<file path="src/uart_pkg.sv">
// Purpose: Shared constants and types for the serial port core
// Assumes: 32-bit Avalon-MM slave, byte addressed, one register per word
// Notes:   Eight-bit registers sit in the low byte, upper bits read zero
package uart_pkg;

  // ==========================================================
  // Register offsets
  localparam logic [4:0] CTRL_ONE_OFS   = 5'h00;
  localparam logic [4:0] CTRL_TWO_OFS   = 5'h04;
  localparam logic [4:0] CTRL_THREE_OFS = 5'h08;
  localparam logic [4:0] DIVISOR_OFS    = 5'h0c;
  localparam logic [4:0] DATA_OFS       = 5'h10;
  localparam logic [4:0] STATUS_OFS     = 5'h14;

  // ==========================================================
  // Field positions, ctrl_reg_one
  localparam int MASTER_EN_BIT = 7;
  localparam int WORD_LEN_BIT  = 6;
  localparam int PAR_EN_BIT    = 5;
  localparam int PAR_TYPE_BIT  = 4;
  localparam int STOP_CNT_BIT  = 3;
  localparam int BREAK_BIT     = 2;
  localparam int NINTH_BIT     = 0;
  // Field positions, ctrl_reg_two
  localparam int TX_EN_BIT     = 7;
  localparam int RX_EN_BIT     = 6;
  localparam int HIGH_SPD_BIT  = 5;
  localparam int ADDR_EN_BIT   = 4;
  // Field positions, ctrl_reg_three
  localparam int SINGLE_WIRE_BIT = 0;
  // Field positions, port_status_reg
  localparam int ST_PARITY  = 0;
  localparam int ST_NOISE   = 1;
  localparam int ST_FRAMING = 2;
  localparam int ST_OVERRUN = 3;
  localparam int ST_RX_IDLE = 4;
  localparam int ST_RX_AVAIL = 5;
  localparam int ST_TX_IDLE = 6;
  localparam int ST_TX_EMPTY = 7;

  // ==========================================================
  // Reset values and counts
  localparam logic [7:0] DIVISOR_RST  = 8'h00;
  localparam logic       FLAG_SET_RST = 1'b1;
  localparam logic [5:0] SUB_LOW_MAX  = 6'h3f;
  localparam logic [5:0] SUB_HIGH_MAX = 6'h0f;
  localparam logic [3:0] BITS_NINE    = 4'h9;
  localparam logic [3:0] BITS_EIGHT   = 4'h8;

  // ==========================================================
  // Types
  typedef struct packed {
    logic word9;
    logic par_en;
    logic par_odd;
    logic stop2;
    logic addr_en;
  } fmt_s;

  typedef struct packed {
    logic busy;
    logic avail;
    logic overrun;
    logic framing;
    logic parity;
    logic noise;
  } rx_evt_s;

endpackage : uart_pkg
</file>
<file path="src/uart_core.sv">
// Purpose: Serial port core: baud generator, frame format, enable, transmitter
// Assumes: Avalon-MM slave, waitrequest one cycle, inputs synchronous
// Notes:   Receiver recovery lives outside; its events arrive on rx_evt_i
//
// Operation
// - Bit time is 64 or 16 times (N+1)
// - 8-bit timer restarted at each load, divisor 0 to 255
// - NRZ frame: start, 8/9 bits with parity as the last, stop_count_sel
// - Power-on format is 8, none, 1
// - Data goes out least significant bit first
// - One format and baud for both directions
// - Enabled: drive transmit pin, idle high
// - Master disable releases both serial pins
// - Disable empties the data buffer
// - Disable clears enables, errors; sets idle flags
// - Disable keeps other control except break, and divisor
// - Disable aborts any frame at once
// - Nine-bit mode takes MSB from ninth bit when parity is off
// - Parity on/off, odd/even, one/two stop_count_sel
// - MSB marks address frame when detect enabled
// - Two stop_count_sel only on transmit side
// - Shifter reloads only after stop bits
// - Shift register is not software visible
// - Start needs enable, data and baud clocks
// - Idle shifter takes written data directly
// - Transmit disable aborts frame, releases pin
// - Status read then data write clears flags
// - Data writes ignored while empty flag low
module uart_core #(
  parameter int DIV_W = 8
) (
  input  wire logic                  clk_i,
  input  wire logic                  rst_i,
  input  wire logic                  ce_i,
  input  wire logic [4:0]            address_i,
  input  wire logic                  read_i,
  input  wire logic                  write_i,
  input  wire logic [31:0]           writedata_i,
  input  wire logic [3:0]            byteenable_i,
  output logic      [31:0]           readdata_o,
  output logic                       waitrequest_o,
  input  wire uart_pkg::rx_evt_s     rx_evt_i,
  output logic                       tx_pin_o,
  output logic                       tx_pin_oe_o,
  input  wire logic                  rxtx_i,
  output logic                       rxtx_o,
  output logic                       rxtx_oe_o,
  output logic                       rx_line_o
);

  // ==========================================================
  // Elaboration check
  if (DIV_W < 1 || DIV_W > 8) begin : g_chk
    $error("DIV_W must lie between 1 and 8");
  end

  typedef enum logic [1:0] {TX_IDLE, TX_START, TX_BITS, TX_STOP} tx_state_e;

  logic             ack_reg;
  logic             take;
  logic             wr;
  logic             rd;
  logic [31:0]      readdata_reg;
  logic [7:0]       rd_mux;
  logic             master_en_reg;
  logic             break_reg;
  logic             ninth_reg;
  logic             tx_en_reg;
  logic             rx_en_reg;
  logic             high_spd_reg;
  logic             single_wire_reg;
  uart_pkg::fmt_s   fmt_reg;
  logic [DIV_W-1:0] divisor_reg;
  logic [DIV_W-1:0] baud_tmr_reg;
  logic [5:0]       sub_reg;
  logic [5:0]       sub_max;
  logic             tick;
  logic             bit_end;
  logic [7:0]       buf_reg;
  logic             buf_full_reg;
  logic             tx_empty_reg;
  logic             tx_idle_reg;
  logic             armed_reg;
  logic [5:0]       rx_flags_reg;
  logic             rx_idle_reg;
  logic             rx_line_reg;
  tx_state_e        tx_state_reg;
  logic [8:0]       tx_shift_reg;
  logic [3:0]       cnt_reg;
  logic [3:0]       nbits;
  logic             line_reg;
  logic             oe_reg;
  logic             tx_on;
  logic             load;
  logic             frame_done;
  logic             data_wr;

  // ==========================================================
  // Avalon slave: one wait cycle, then registered answer
  assign waitrequest_o = (read_i | write_i) & ~ack_reg;
  assign take          = (read_i | write_i) & ack_reg;
  assign wr            = write_i & take & byteenable_i[0];
  assign rd            = read_i & take;
  assign readdata_o    = readdata_reg;

  always_ff @(posedge clk_i or posedge rst_i) begin
    if (rst_i) begin
      ack_reg <= 1'b0;
    end else if (ce_i) begin
      ack_reg <= (read_i | write_i) & ~ack_reg;
    end
  end

  always_comb begin
    rd_mux = 8'h00;
    unique case (address_i)
      uart_pkg::CTRL_ONE_OFS: begin
        rd_mux[uart_pkg::MASTER_EN_BIT] = master_en_reg;
        rd_mux[uart_pkg::WORD_LEN_BIT]  = fmt_reg.word9;
        rd_mux[uart_pkg::PAR_EN_BIT]    = fmt_reg.par_en;
        rd_mux[uart_pkg::PAR_TYPE_BIT]  = fmt_reg.par_odd;
        rd_mux[uart_pkg::STOP_CNT_BIT]  = fmt_reg.stop2;
        rd_mux[uart_pkg::BREAK_BIT]     = break_reg;
      end
      uart_pkg::CTRL_TWO_OFS: begin
        rd_mux[uart_pkg::TX_EN_BIT]    = tx_en_reg;
        rd_mux[uart_pkg::RX_EN_BIT]    = rx_en_reg;
        rd_mux[uart_pkg::HIGH_SPD_BIT] = high_spd_reg;
        rd_mux[uart_pkg::ADDR_EN_BIT]  = fmt_reg.addr_en;
      end
      uart_pkg::CTRL_THREE_OFS: begin
        rd_mux[uart_pkg::SINGLE_WIRE_BIT] = single_wire_reg;
      end
      uart_pkg::DIVISOR_OFS: begin
        rd_mux[DIV_W-1:0] = divisor_reg;
      end
      uart_pkg::DATA_OFS: begin
        rd_mux = buf_reg;
      end
      uart_pkg::STATUS_OFS: begin
        rd_mux[5:0] = rx_flags_reg;
        rd_mux[uart_pkg::ST_RX_IDLE]  = rx_idle_reg;
        rd_mux[uart_pkg::ST_TX_IDLE]  = tx_idle_reg;
        rd_mux[uart_pkg::ST_TX_EMPTY] = tx_empty_reg;
      end
      default: begin
        rd_mux = 8'h00;
      end
    endcase
  end

  always_ff @(posedge clk_i or posedge rst_i) begin
    if (rst_i) begin
      readdata_reg <= 32'h0000_0000;
    end else if (ce_i && (read_i | write_i) && !ack_reg) begin
      readdata_reg <= {24'h00_0000, rd_mux};
    end
  end

  // ==========================================================
  // Control registers
  // Power-on format
  always_ff @(posedge clk_i or posedge rst_i) begin
    if (rst_i) begin
      master_en_reg <= 1'b0;
      fmt_reg       <= '0;
      break_reg     <= 1'b0;
      ninth_reg     <= 1'b0;
    end else if (ce_i) begin
      if (wr && address_i == uart_pkg::CTRL_ONE_OFS) begin
        master_en_reg <= writedata_i[uart_pkg::MASTER_EN_BIT];
        fmt_reg.word9 <= writedata_i[uart_pkg::WORD_LEN_BIT];
        fmt_reg.par_en <= writedata_i[uart_pkg::PAR_EN_BIT];
        fmt_reg.par_odd <= writedata_i[uart_pkg::PAR_TYPE_BIT];
        fmt_reg.stop2 <= writedata_i[uart_pkg::STOP_CNT_BIT];
        break_reg     <= writedata_i[uart_pkg::BREAK_BIT];
        ninth_reg     <= writedata_i[uart_pkg::NINTH_BIT];
      end else if (!master_en_reg) begin
        break_reg <= 1'b0;
      end
      if (wr && address_i == uart_pkg::CTRL_TWO_OFS) begin
        fmt_reg.addr_en <= writedata_i[uart_pkg::ADDR_EN_BIT];
      end
    end
  end

  always_ff @(posedge clk_i or posedge rst_i) begin
    if (rst_i) begin
      tx_en_reg       <= 1'b0;
      rx_en_reg       <= 1'b0;
      high_spd_reg    <= 1'b0;
      single_wire_reg <= 1'b0;
      divisor_reg     <= uart_pkg::DIVISOR_RST[DIV_W-1:0];
    end else if (ce_i) begin
      if (wr && address_i == uart_pkg::CTRL_TWO_OFS) begin
        tx_en_reg    <= writedata_i[uart_pkg::TX_EN_BIT] & master_en_reg;
        rx_en_reg    <= writedata_i[uart_pkg::RX_EN_BIT] & master_en_reg;
        high_spd_reg <= writedata_i[uart_pkg::HIGH_SPD_BIT];
      end else if (!master_en_reg) begin
        tx_en_reg <= 1'b0;
        rx_en_reg <= 1'b0;
      end
      if (wr && address_i == uart_pkg::CTRL_THREE_OFS) begin
        single_wire_reg <= writedata_i[uart_pkg::SINGLE_WIRE_BIT];
      end
      if (wr && address_i == uart_pkg::DIVISOR_OFS) begin
        divisor_reg <= writedata_i[DIV_W-1:0];
      end
    end
  end

  // ==========================================================
  // Baud generator
  assign tx_on = master_en_reg & tx_en_reg;
  assign load  = tx_on && tx_state_reg == TX_IDLE && buf_full_reg;
  assign tick  = baud_tmr_reg == '0;
  assign sub_max = high_spd_reg ? uart_pkg::SUB_HIGH_MAX : uart_pkg::SUB_LOW_MAX;
  assign bit_end = tick && sub_reg == sub_max;

  always_ff @(posedge clk_i or posedge rst_i) begin
    if (rst_i) begin
      baud_tmr_reg <= '0;
      sub_reg      <= 6'h00;
    end else if (ce_i) begin
      if (!master_en_reg || load) begin
        baud_tmr_reg <= divisor_reg;
        sub_reg      <= 6'h00;
      end else if (tick) begin
        baud_tmr_reg <= divisor_reg;
        sub_reg      <= (sub_reg == sub_max) ? 6'h00 : sub_reg + 6'h01;
      end else begin
        baud_tmr_reg <= baud_tmr_reg - 1'b1;
      end
    end
  end

  // ==========================================================
  // Frame word: ninth bit, parity slot
  // One format for both directions
  assign nbits = fmt_reg.word9 ? uart_pkg::BITS_NINE : uart_pkg::BITS_EIGHT;

  function automatic logic [8:0] frame_word(input logic [7:0] d,
                                            input logic ninth,
                                            input uart_pkg::fmt_s f);
    logic [8:0] w;
    logic       p;
    w = {ninth, d};
    if (!f.word9) begin
      w[8] = 1'b0;
    end
    if (f.word9) begin
      p = ^w[7:0];
    end else begin
      p = ^w[6:0];
    end
    if (f.par_en) begin
      if (f.word9) begin
        w[8] = p ^ f.par_odd;
      end else begin
        w[7] = p ^ f.par_odd;
      end
    end
    return w;
  endfunction : frame_word

  // ==========================================================
  // Transmit buffer and flags
  // Writes need empty flag
  assign data_wr = wr && address_i == uart_pkg::DATA_OFS && tx_empty_reg;

  always_ff @(posedge clk_i or posedge rst_i) begin
    if (rst_i) begin
      buf_reg      <= 8'h00;
      buf_full_reg <= 1'b0;
    end else if (ce_i) begin
      if (!master_en_reg) begin
        buf_reg      <= 8'h00;
        buf_full_reg <= 1'b0;
      end else if (data_wr) begin
        buf_reg      <= writedata_i[7:0];
        buf_full_reg <= 1'b1;
      end else if (load) begin
        buf_full_reg <= 1'b0;
      end
    end
  end

  always_ff @(posedge clk_i or posedge rst_i) begin
    if (rst_i) begin
      armed_reg <= 1'b0;
    end else if (ce_i) begin
      if (rd && address_i == uart_pkg::STATUS_OFS) begin
        armed_reg <= 1'b1;
      end else if (data_wr || !master_en_reg) begin
        armed_reg <= 1'b0;
      end
    end
  end

  always_ff @(posedge clk_i or posedge rst_i) begin
    if (rst_i) begin
      tx_empty_reg <= uart_pkg::FLAG_SET_RST;
    end else if (ce_i) begin
      if (!master_en_reg || load) begin
        tx_empty_reg <= 1'b1;
      end else if (data_wr && armed_reg) begin
        tx_empty_reg <= 1'b0;
      end
    end
  end

  // Idle set on disable or frame end with buffer empty
  always_ff @(posedge clk_i or posedge rst_i) begin
    if (rst_i) begin
      tx_idle_reg <= uart_pkg::FLAG_SET_RST;
    end else if (ce_i) begin
      if (!master_en_reg || (frame_done && !buf_full_reg)) begin
        tx_idle_reg <= 1'b1;
      end else if (data_wr && armed_reg) begin
        tx_idle_reg <= 1'b0;
      end
    end
  end

  // ==========================================================
  // Receive-side flags from the external recovery logic
  // Receive flags cleared on disable
  always_ff @(posedge clk_i or posedge rst_i) begin
    if (rst_i) begin
      rx_flags_reg <= 6'h00;
      rx_idle_reg  <= uart_pkg::FLAG_SET_RST;
      rx_line_reg  <= 1'b1;
    end else if (ce_i) begin
      if (!master_en_reg || !rx_en_reg) begin
        rx_flags_reg <= 6'h00;
        rx_idle_reg  <= 1'b1;
        rx_line_reg  <= 1'b1;
      end else begin
        rx_flags_reg[uart_pkg::ST_PARITY]   <= rx_flags_reg[uart_pkg::ST_PARITY]
                                               | rx_evt_i.parity;
        rx_flags_reg[uart_pkg::ST_NOISE]    <= rx_flags_reg[uart_pkg::ST_NOISE]
                                               | rx_evt_i.noise;
        rx_flags_reg[uart_pkg::ST_FRAMING]  <= rx_flags_reg[uart_pkg::ST_FRAMING]
                                               | rx_evt_i.framing;
        rx_flags_reg[uart_pkg::ST_OVERRUN]  <= rx_flags_reg[uart_pkg::ST_OVERRUN]
                                               | rx_evt_i.overrun;
        rx_flags_reg[uart_pkg::ST_RX_IDLE]  <= 1'b0;
        rx_flags_reg[uart_pkg::ST_RX_AVAIL] <= rx_flags_reg[uart_pkg::ST_RX_AVAIL]
                                               | rx_evt_i.avail;
        rx_idle_reg  <= ~rx_evt_i.busy;
        rx_line_reg  <= rxtx_i;
      end
    end
  end

  // ==========================================================
  // Transmit shifter
  // Shifter has no address
  always_ff @(posedge clk_i or posedge rst_i) begin
    if (rst_i) begin
      tx_state_reg <= TX_IDLE;
      tx_shift_reg <= 9'h000;
      cnt_reg      <= 4'h0;
      line_reg     <= 1'b1;
      oe_reg       <= 1'b0;
    end else if (ce_i) begin
      oe_reg <= tx_on;
      if (!tx_on) begin
        tx_state_reg <= TX_IDLE;
        tx_shift_reg <= 9'h000;
        cnt_reg      <= 4'h0;
        line_reg     <= 1'b1;
      end else begin
        unique case (tx_state_reg)
          TX_IDLE: begin
            if (buf_full_reg) begin
              tx_shift_reg <= frame_word(buf_reg, ninth_reg, fmt_reg);
              line_reg     <= 1'b0;
              cnt_reg      <= 4'h0;
              tx_state_reg <= TX_START;
            end
          end
          TX_START: begin
            if (bit_end) begin
              line_reg     <= tx_shift_reg[0];
              tx_shift_reg <= {1'b0, tx_shift_reg[8:1]};
              tx_state_reg <= TX_BITS;
            end
          end
          TX_BITS: begin
            if (bit_end) begin
              if (cnt_reg == nbits - 4'h1) begin
                line_reg     <= 1'b1;
                cnt_reg      <= 4'h0;
                tx_state_reg <= TX_STOP;
              end else begin
                line_reg     <= tx_shift_reg[0];
                tx_shift_reg <= {1'b0, tx_shift_reg[8:1]};
                cnt_reg      <= cnt_reg + 4'h1;
              end
            end
          end
          TX_STOP: begin
            if (bit_end) begin
              if (fmt_reg.stop2 && cnt_reg == 4'h0) begin
                cnt_reg <= 4'h1;
              end else begin
                tx_state_reg <= TX_IDLE;
              end
            end
          end
        endcase
      end
    end
  end

  assign frame_done = tx_on && tx_state_reg == TX_STOP && bit_end
                      && !(fmt_reg.stop2 && cnt_reg == 4'h0);

  // ==========================================================
  // Pins
  // Drive transmit pin, idle high
  assign tx_pin_o    = line_reg;
  assign tx_pin_oe_o = oe_reg;
  assign rxtx_o      = line_reg;
  assign rxtx_oe_o   = oe_reg & single_wire_reg & ~rx_en_reg;
  assign rx_line_o   = rx_line_reg;

endmodule : uart_core

</file>
<file path="config.mk">
export PLATFORM = sky130hd
export DESIGN_NAME = uart_core
export DESIGN_NICKNAME = d
export VERILOG_FILES = /design/src/uart_pkg.sv /design/src/uart_core.sv
export SDC_FILE = /design/constraint.sdc
export NUM_CORES = 1
export LEC_CHECK = 0
export ABC_AREA = 1
export BUFFER_PORTS_ARGS = -buffer_cell sky130_fd_sc_hd__buf_2
export CAP_MARGIN = 20
export CORE_MARGIN = 4
export CORE_UTILIZATION = 56
export CTS_CLUSTER_DIAMETER = 80
export CTS_CLUSTER_SIZE = 24
export DETAILED_ROUTE_END_ITERATION = 10
export HOLD_SLACK_MARGIN = 0.08
export PLACE_DENSITY = 0.84
export SYNTH_ARGS = -nofsm -noshare
export SYNTH_HDL_FRONTEND = slang
export SYNTH_SLANG_ARGS = --single-unit
export TNS_END_PERCENT = 5
</file>
<file path="constraint.sdc">
create_clock -name clk_i -period 2.6 [get_ports clk_i]
set_input_delay 0.26 -clock clk_i [delete_from_list [all_inputs] [get_ports clk_i]]
set_output_delay 0.26 -clock clk_i [all_outputs]
set_load 0.05 [all_outputs]
</file>
; After elaboration in Yosys (flattened, before gate mapping)
; Index checks and enable logic that the tools add are counted.
[totals]
regBits = 80
[classes]
n_reduce_logical = 53
mux = 64
addsub = 4
eq_ne = 24
bitwise_logic = 20
[ops]
columns = op, n
row1 = $mux W9, 5
row2 = $mux W8, 4
row3 = $mux W6, 5
row4 = $mux W1, 28
row5 = $pmux W9 S3, 1
row6 = $mux W4, 6
row7 = $ne A3 B3 Y1 const B, 8
row8 = $reduce_and A2 Y1, 12
row9 = $pmux W4 S5, 1
row10 = $logic_and A1 B1 Y1, 18
row11 = $mux W2, 8
row12 = $pmux W2 S4, 2
row13 = $pmux W4 S3, 1
row14 = $reduce_and A6 Y1, 2
row15 = $and A1 B1 Y1, 10
row16 = $eq A5 B4 Y1 const B, 2
row17 = $eq A5 B5 Y1 const B, 2
row18 = $logic_not A8 Y1, 1
row19 = $ne A4 B1 Y1 const B, 2
row20 = $reduce_bool A2 Y1, 4
row21 = $reduce_xor A8 Y1, 1
row22 = $sub A8 B1 Y8 const B, 1
row23 = $reduce_and A7 Y1, 1
row24 = $reduce_xor A7 Y1, 1
row25 = other kinds (21), 39

; Depth between registers and ports, before layout
[logic_depth]
ltp_word = 12
ltp_mapped = 12
depth_no_buf = 12

; Least setup slack after synthesis
; Ideal clock, no wire load.
[synth_path]
kind = reg2reg
from = register tx_state_reg[0]
to = register tx_shift_reg[7]
arrival_time_ns = 1.596
path_stages_with_launch = 13
slack_ns = 0.939
setup_ns = 0.065
path_cell_list = dfrtp_1 inv_1 ha_1 buf_2 inv_1 nand3_1 nand2_1 inv_1 nand3_4 nor2_4 buf_6 nand3_1 nand2_1
[synth_between]
elab_chain_cells = 3
word_cells_on_any_way = 11
[synth_rtl]
columns = element, line
row1 = start: declaration, uart_core.sv:87  ; tx_state_e tx_state_reg;
row2 = start signal: assignment, uart_core.sv:361  ; tx_state_reg <= TX_IDLE;
row3 = start signal: assignment, uart_core.sv:369  ; tx_state_reg <= TX_IDLE;
row4 = start signal: assignment, uart_core.sv:380  ; tx_state_reg <= TX_START;
row5 = $eq A2 B2 Y1 (tied with other cells), uart_core.sv:374  ; unique case (tx_state_reg)
row6 = $ne A4 B1 Y1 (no line) (tied with other cells), -
row7 = $reduce_and A6 Y1 (no line) / $mux W9 (equally long branches), -
row8 = end signal: assignment, uart_core.sv:377  ; tx_shift_reg <= frame_word(buf_reg, ninth_reg, fmt_reg);
row9 = end signal: assignment, uart_core.sv:386  ; tx_shift_reg <= {1'b0, tx_shift_reg[8:1]};
row10 = end signal: assignment, uart_core.sv:398  ; tx_shift_reg <= {1'b0, tx_shift_reg[8:1]};
row11 = end: declaration, uart_core.sv:88  ; logic [8:0] tx_shift_reg;
; Several ways; a longest one is shown, not always the timed one.
; A chain may end at the register's enable or synchronous reset.

; Worst setup path in the final report
; Ends and elaborated chain as after synthesis.

==> impl_metrics.tcl <==
set metrics [dict create \
    die_w_um 98.3 \
    setup_viol 0 \
    crit_path_frequent_cell "inv_1" \
    synth_seq_cells 79 \
    grt_pass1_vias 4015 \
    drtPass1Iterations 5 \
    overflow 0 \
    synth_seq_area_share_pct 43.4 \
    total_power_mw 2.80 \
    cts_buffers 9 \
    syn_to_final_growth_pct 9.65 \
    die_h_um 98.3 \
    peakVddDrop_v 0.000431 \
    power_density_nw_per_um2 559 \
    antenna_found_initial 0 \
    cts_setup_buffers 0 \
    drc 0 \
    cpLargestDelayFamily "simple AND/OR/NAND/NOR gates" \
    drive_gt1_share_pct 13.6 \
    dp_hpwl_um 8110 \
    max_freq_ghz 0.478 \
    multi_input_area_um2 2090 \
    fillers 672 \
    clock_latency_ps 360 \
    place_congestion 0.915 \
    via_per_inst 5.47 \
    yosysTopAreaCellShare_pct 40.6 \
    root_buffer "clkbuf_8" \
    ios 91 \
    cp.required_ps 2890 \
    tritoncts "built" \
    hold_path.class "in -> reg" \
    die-area_um2 9660 \
    htree_levels 3 \
    synth.largest_area_cell "dfrtp_1" \
    slowest_stage "ha_1" \
    n_antenna_cell 0 \
    netlist_instances 594 \
    fin_tns_setup_ps 0 \
    synth_cell_type_count 40 \
    initial_core_util_pct 58.5 \
    largest_register_ffs 9 \
    port_buffers 39 \
    vias 4056 \
    core_area_um2 7810 \
    synth_edf_count 0 \
    cpPeakStageDelay_ps 440 \
    syn_area_per_cell_um2 7.68 \
    yosysWarnings 0 \
    grt_max_degree 80 \
    status "finished clean" \
    seqCellArea_um2 1980 \
    crit_chain "inv_1 -> ha_1 -> inv_1 -> nand3_1 -> nand2_1 -> inv_1 -> nand3_4 -> nor2_4 -> nand3_1 -> nand2_1" \
    start_kind "flip-flop" \
    fin_crit_ps 2090 \
    clkSinkCount 79 \
    rsz0062_at_grt "no" \
    clock_path_buffers 2 \
    final_util_pct 64.1 \
    crit_buf_inv 3 \
    finalCritPeriodShare_pct 80.5 \
    drtAntennaViolNets 0 \
    synth.area.top_cells "dfrtp_1 41%, nand2_1 12%, o21ai_0 8.6%" \
    slew_violations 0 \
    routedWlPerCell_um 14.9 \
    drt_iter0_markers 334 \
    timing_hold_violations_final 0 \
    skew_ps 11.7 \
    async_flop_share_pct 100 \
    drt-total-wl_um 11000 \
    synth_flop_cell "dfrtp_1" \
    crit_arrival_ps 2390 \
    drv_cap 0 \
    grt_usage_pct 23.8 \
    crit_type "reg -> reg" \
    power.leakage_nw 2.53 \
    std_cell_rows 32 \
    synth_area_um2 4560 \
    grt_pass1_wl_um 18800 \
    endpoint_kind "flip-flop" \
    cts.clk_slew.worst_paths_ps 80 \
    nNetsFinal 697 \
    crit_path_max_fanout 13 \
]
[kinds of logic after synthesis]
kind of cell | after synthesis | synth area share (%)
AO/OA/AOI/OAI | 120 | 14.6
XOR/XNOR | 8 | 1.53
adder cells (fa/ha/maj) | 9 | 2.47
buffers and inverters | 119 | 12.6
flip-flops | 79 | 43.4
other | 1 | 0.0822
AND/OR/NAND/NOR | 258 | 25.3
[Yosys cell counts, types with 2 or more instances]
master and instances:
nand4_1 5, xor2_1 4, o21ai_0 78, nand3_1 38
nand2_2 2, buf_4 28, nand2_4 2, inv_1 79
nand3_2 4, nor4_1 2, inv_2 2, nor2_4 3
a21oi_1 20, clkbuf_1 2, ha_1 9, nor3_1 7
xnor2_1 4, nor2_1 37, o22ai_1 10, o21ai_1 4
nand3b_1 2, nor2_2 2, dfrtp_1 74, buf_2 5
nand2_1 149, dfstp_2 5, buf_6 2, nor3_2 2
nor3b_1 2
[cell type report]
| class | instances | share of cell area (%) |
|---|---|---|
| clock inverter | 5 | 2.13 |
| inverter | 82 | 6.15 |
| multi-input combinational | 419 | 41.9 |
| tap | 102 | 2.55 |
| clock buffer | 10 | 2.75 |
| timing repair buffer | 44 | 4.95 |
| sequential | 79 | 39.6 |
[worst min-delay path, cell delays in order]
cell and delay (ps):
buf_2 100, nor2_1 80, o21ai_0 70
[metrics by stage]
step           cells  setup WS (ps)  hold WS [ps]  cell area (um^2)
6_report         741            506           158              5000
5_1_grt          741            284           175              5000
4_1_cts          741            512           152              5000
3_5_place_dp     725            529           392              4750
3_3_place_gp     725            632           386              4750
2_1_floorplan    617            325           405              4650
[layout by cell type (no fill, tap or decap), types with 2 or more instances in the layout]
cell type    n
inv_1       78
xnor2_1      4
dfrtp_1     74
nor2_1      37
nor4_1       2
buf_4        3
nand2_1    149
bufinv_16    3
nand4_1      5
xor2_1       4
dfstp_2      5
nand3_2      4
nor2_2       2
nand2_4      2
o22ai_1     10
nand3b_1     2
o21ai_1      4
nor3b_1      2
a21oi_1     20
nor3_2       2
ha_1         9
nand3_1     38
o21ai_0     78
conb_1      24
nor2_4       3
clkbuf_8    10
nand2_2      2
inv_2        3
buf_2       39
nor3_1       7
[timing repair]
action                                  4_1_cts  5_1_grt
endpoints found under the setup margin        0        0
hold endpoints to repair                     74        0
gates resized for setup                       0        0
hold buffers                                  1        0
[per-layer routing]
layer	up-vias	part of all wire, %	wire length [um]	GRT usage, %
li1	1949	-	-	-
met1	1921	42	4610	30.4
met2	154	49	5360	39.4
met3	32	7.1	777	5.50
met4	0	2.4	262	9.24
met5	-	0	0	0
[path summary, 6_finish.rpt]
check	cells past startpoint	to	from	slack (ps)
worst max-delay path	10	tx_shift_reg[7]	tx_state_reg[0]	510
worst min-delay path	3	rx_line_o	rxtx_i	160
worst max register to register	10	tx_shift_reg[7]	tx_state_reg[0]	510
worst min register to register	2	rxtx_o	rxtx_o	480
max in group asynchronous	4	tx_idle_reg	rst_i	1680
min in group asynchronous	4	baud_tmr_reg[3]	rst_i	530
[where the power goes]
group / total, mW / internal, mW / switching, mW
Combinational: 0.364 / 0.0872 / 0.277
Clock: 1.12 / 0.660 / 0.464
Sequential: 1.31 / 1.27 / 0.0403
No activity file was read; power rests on OpenSTA's default activity.
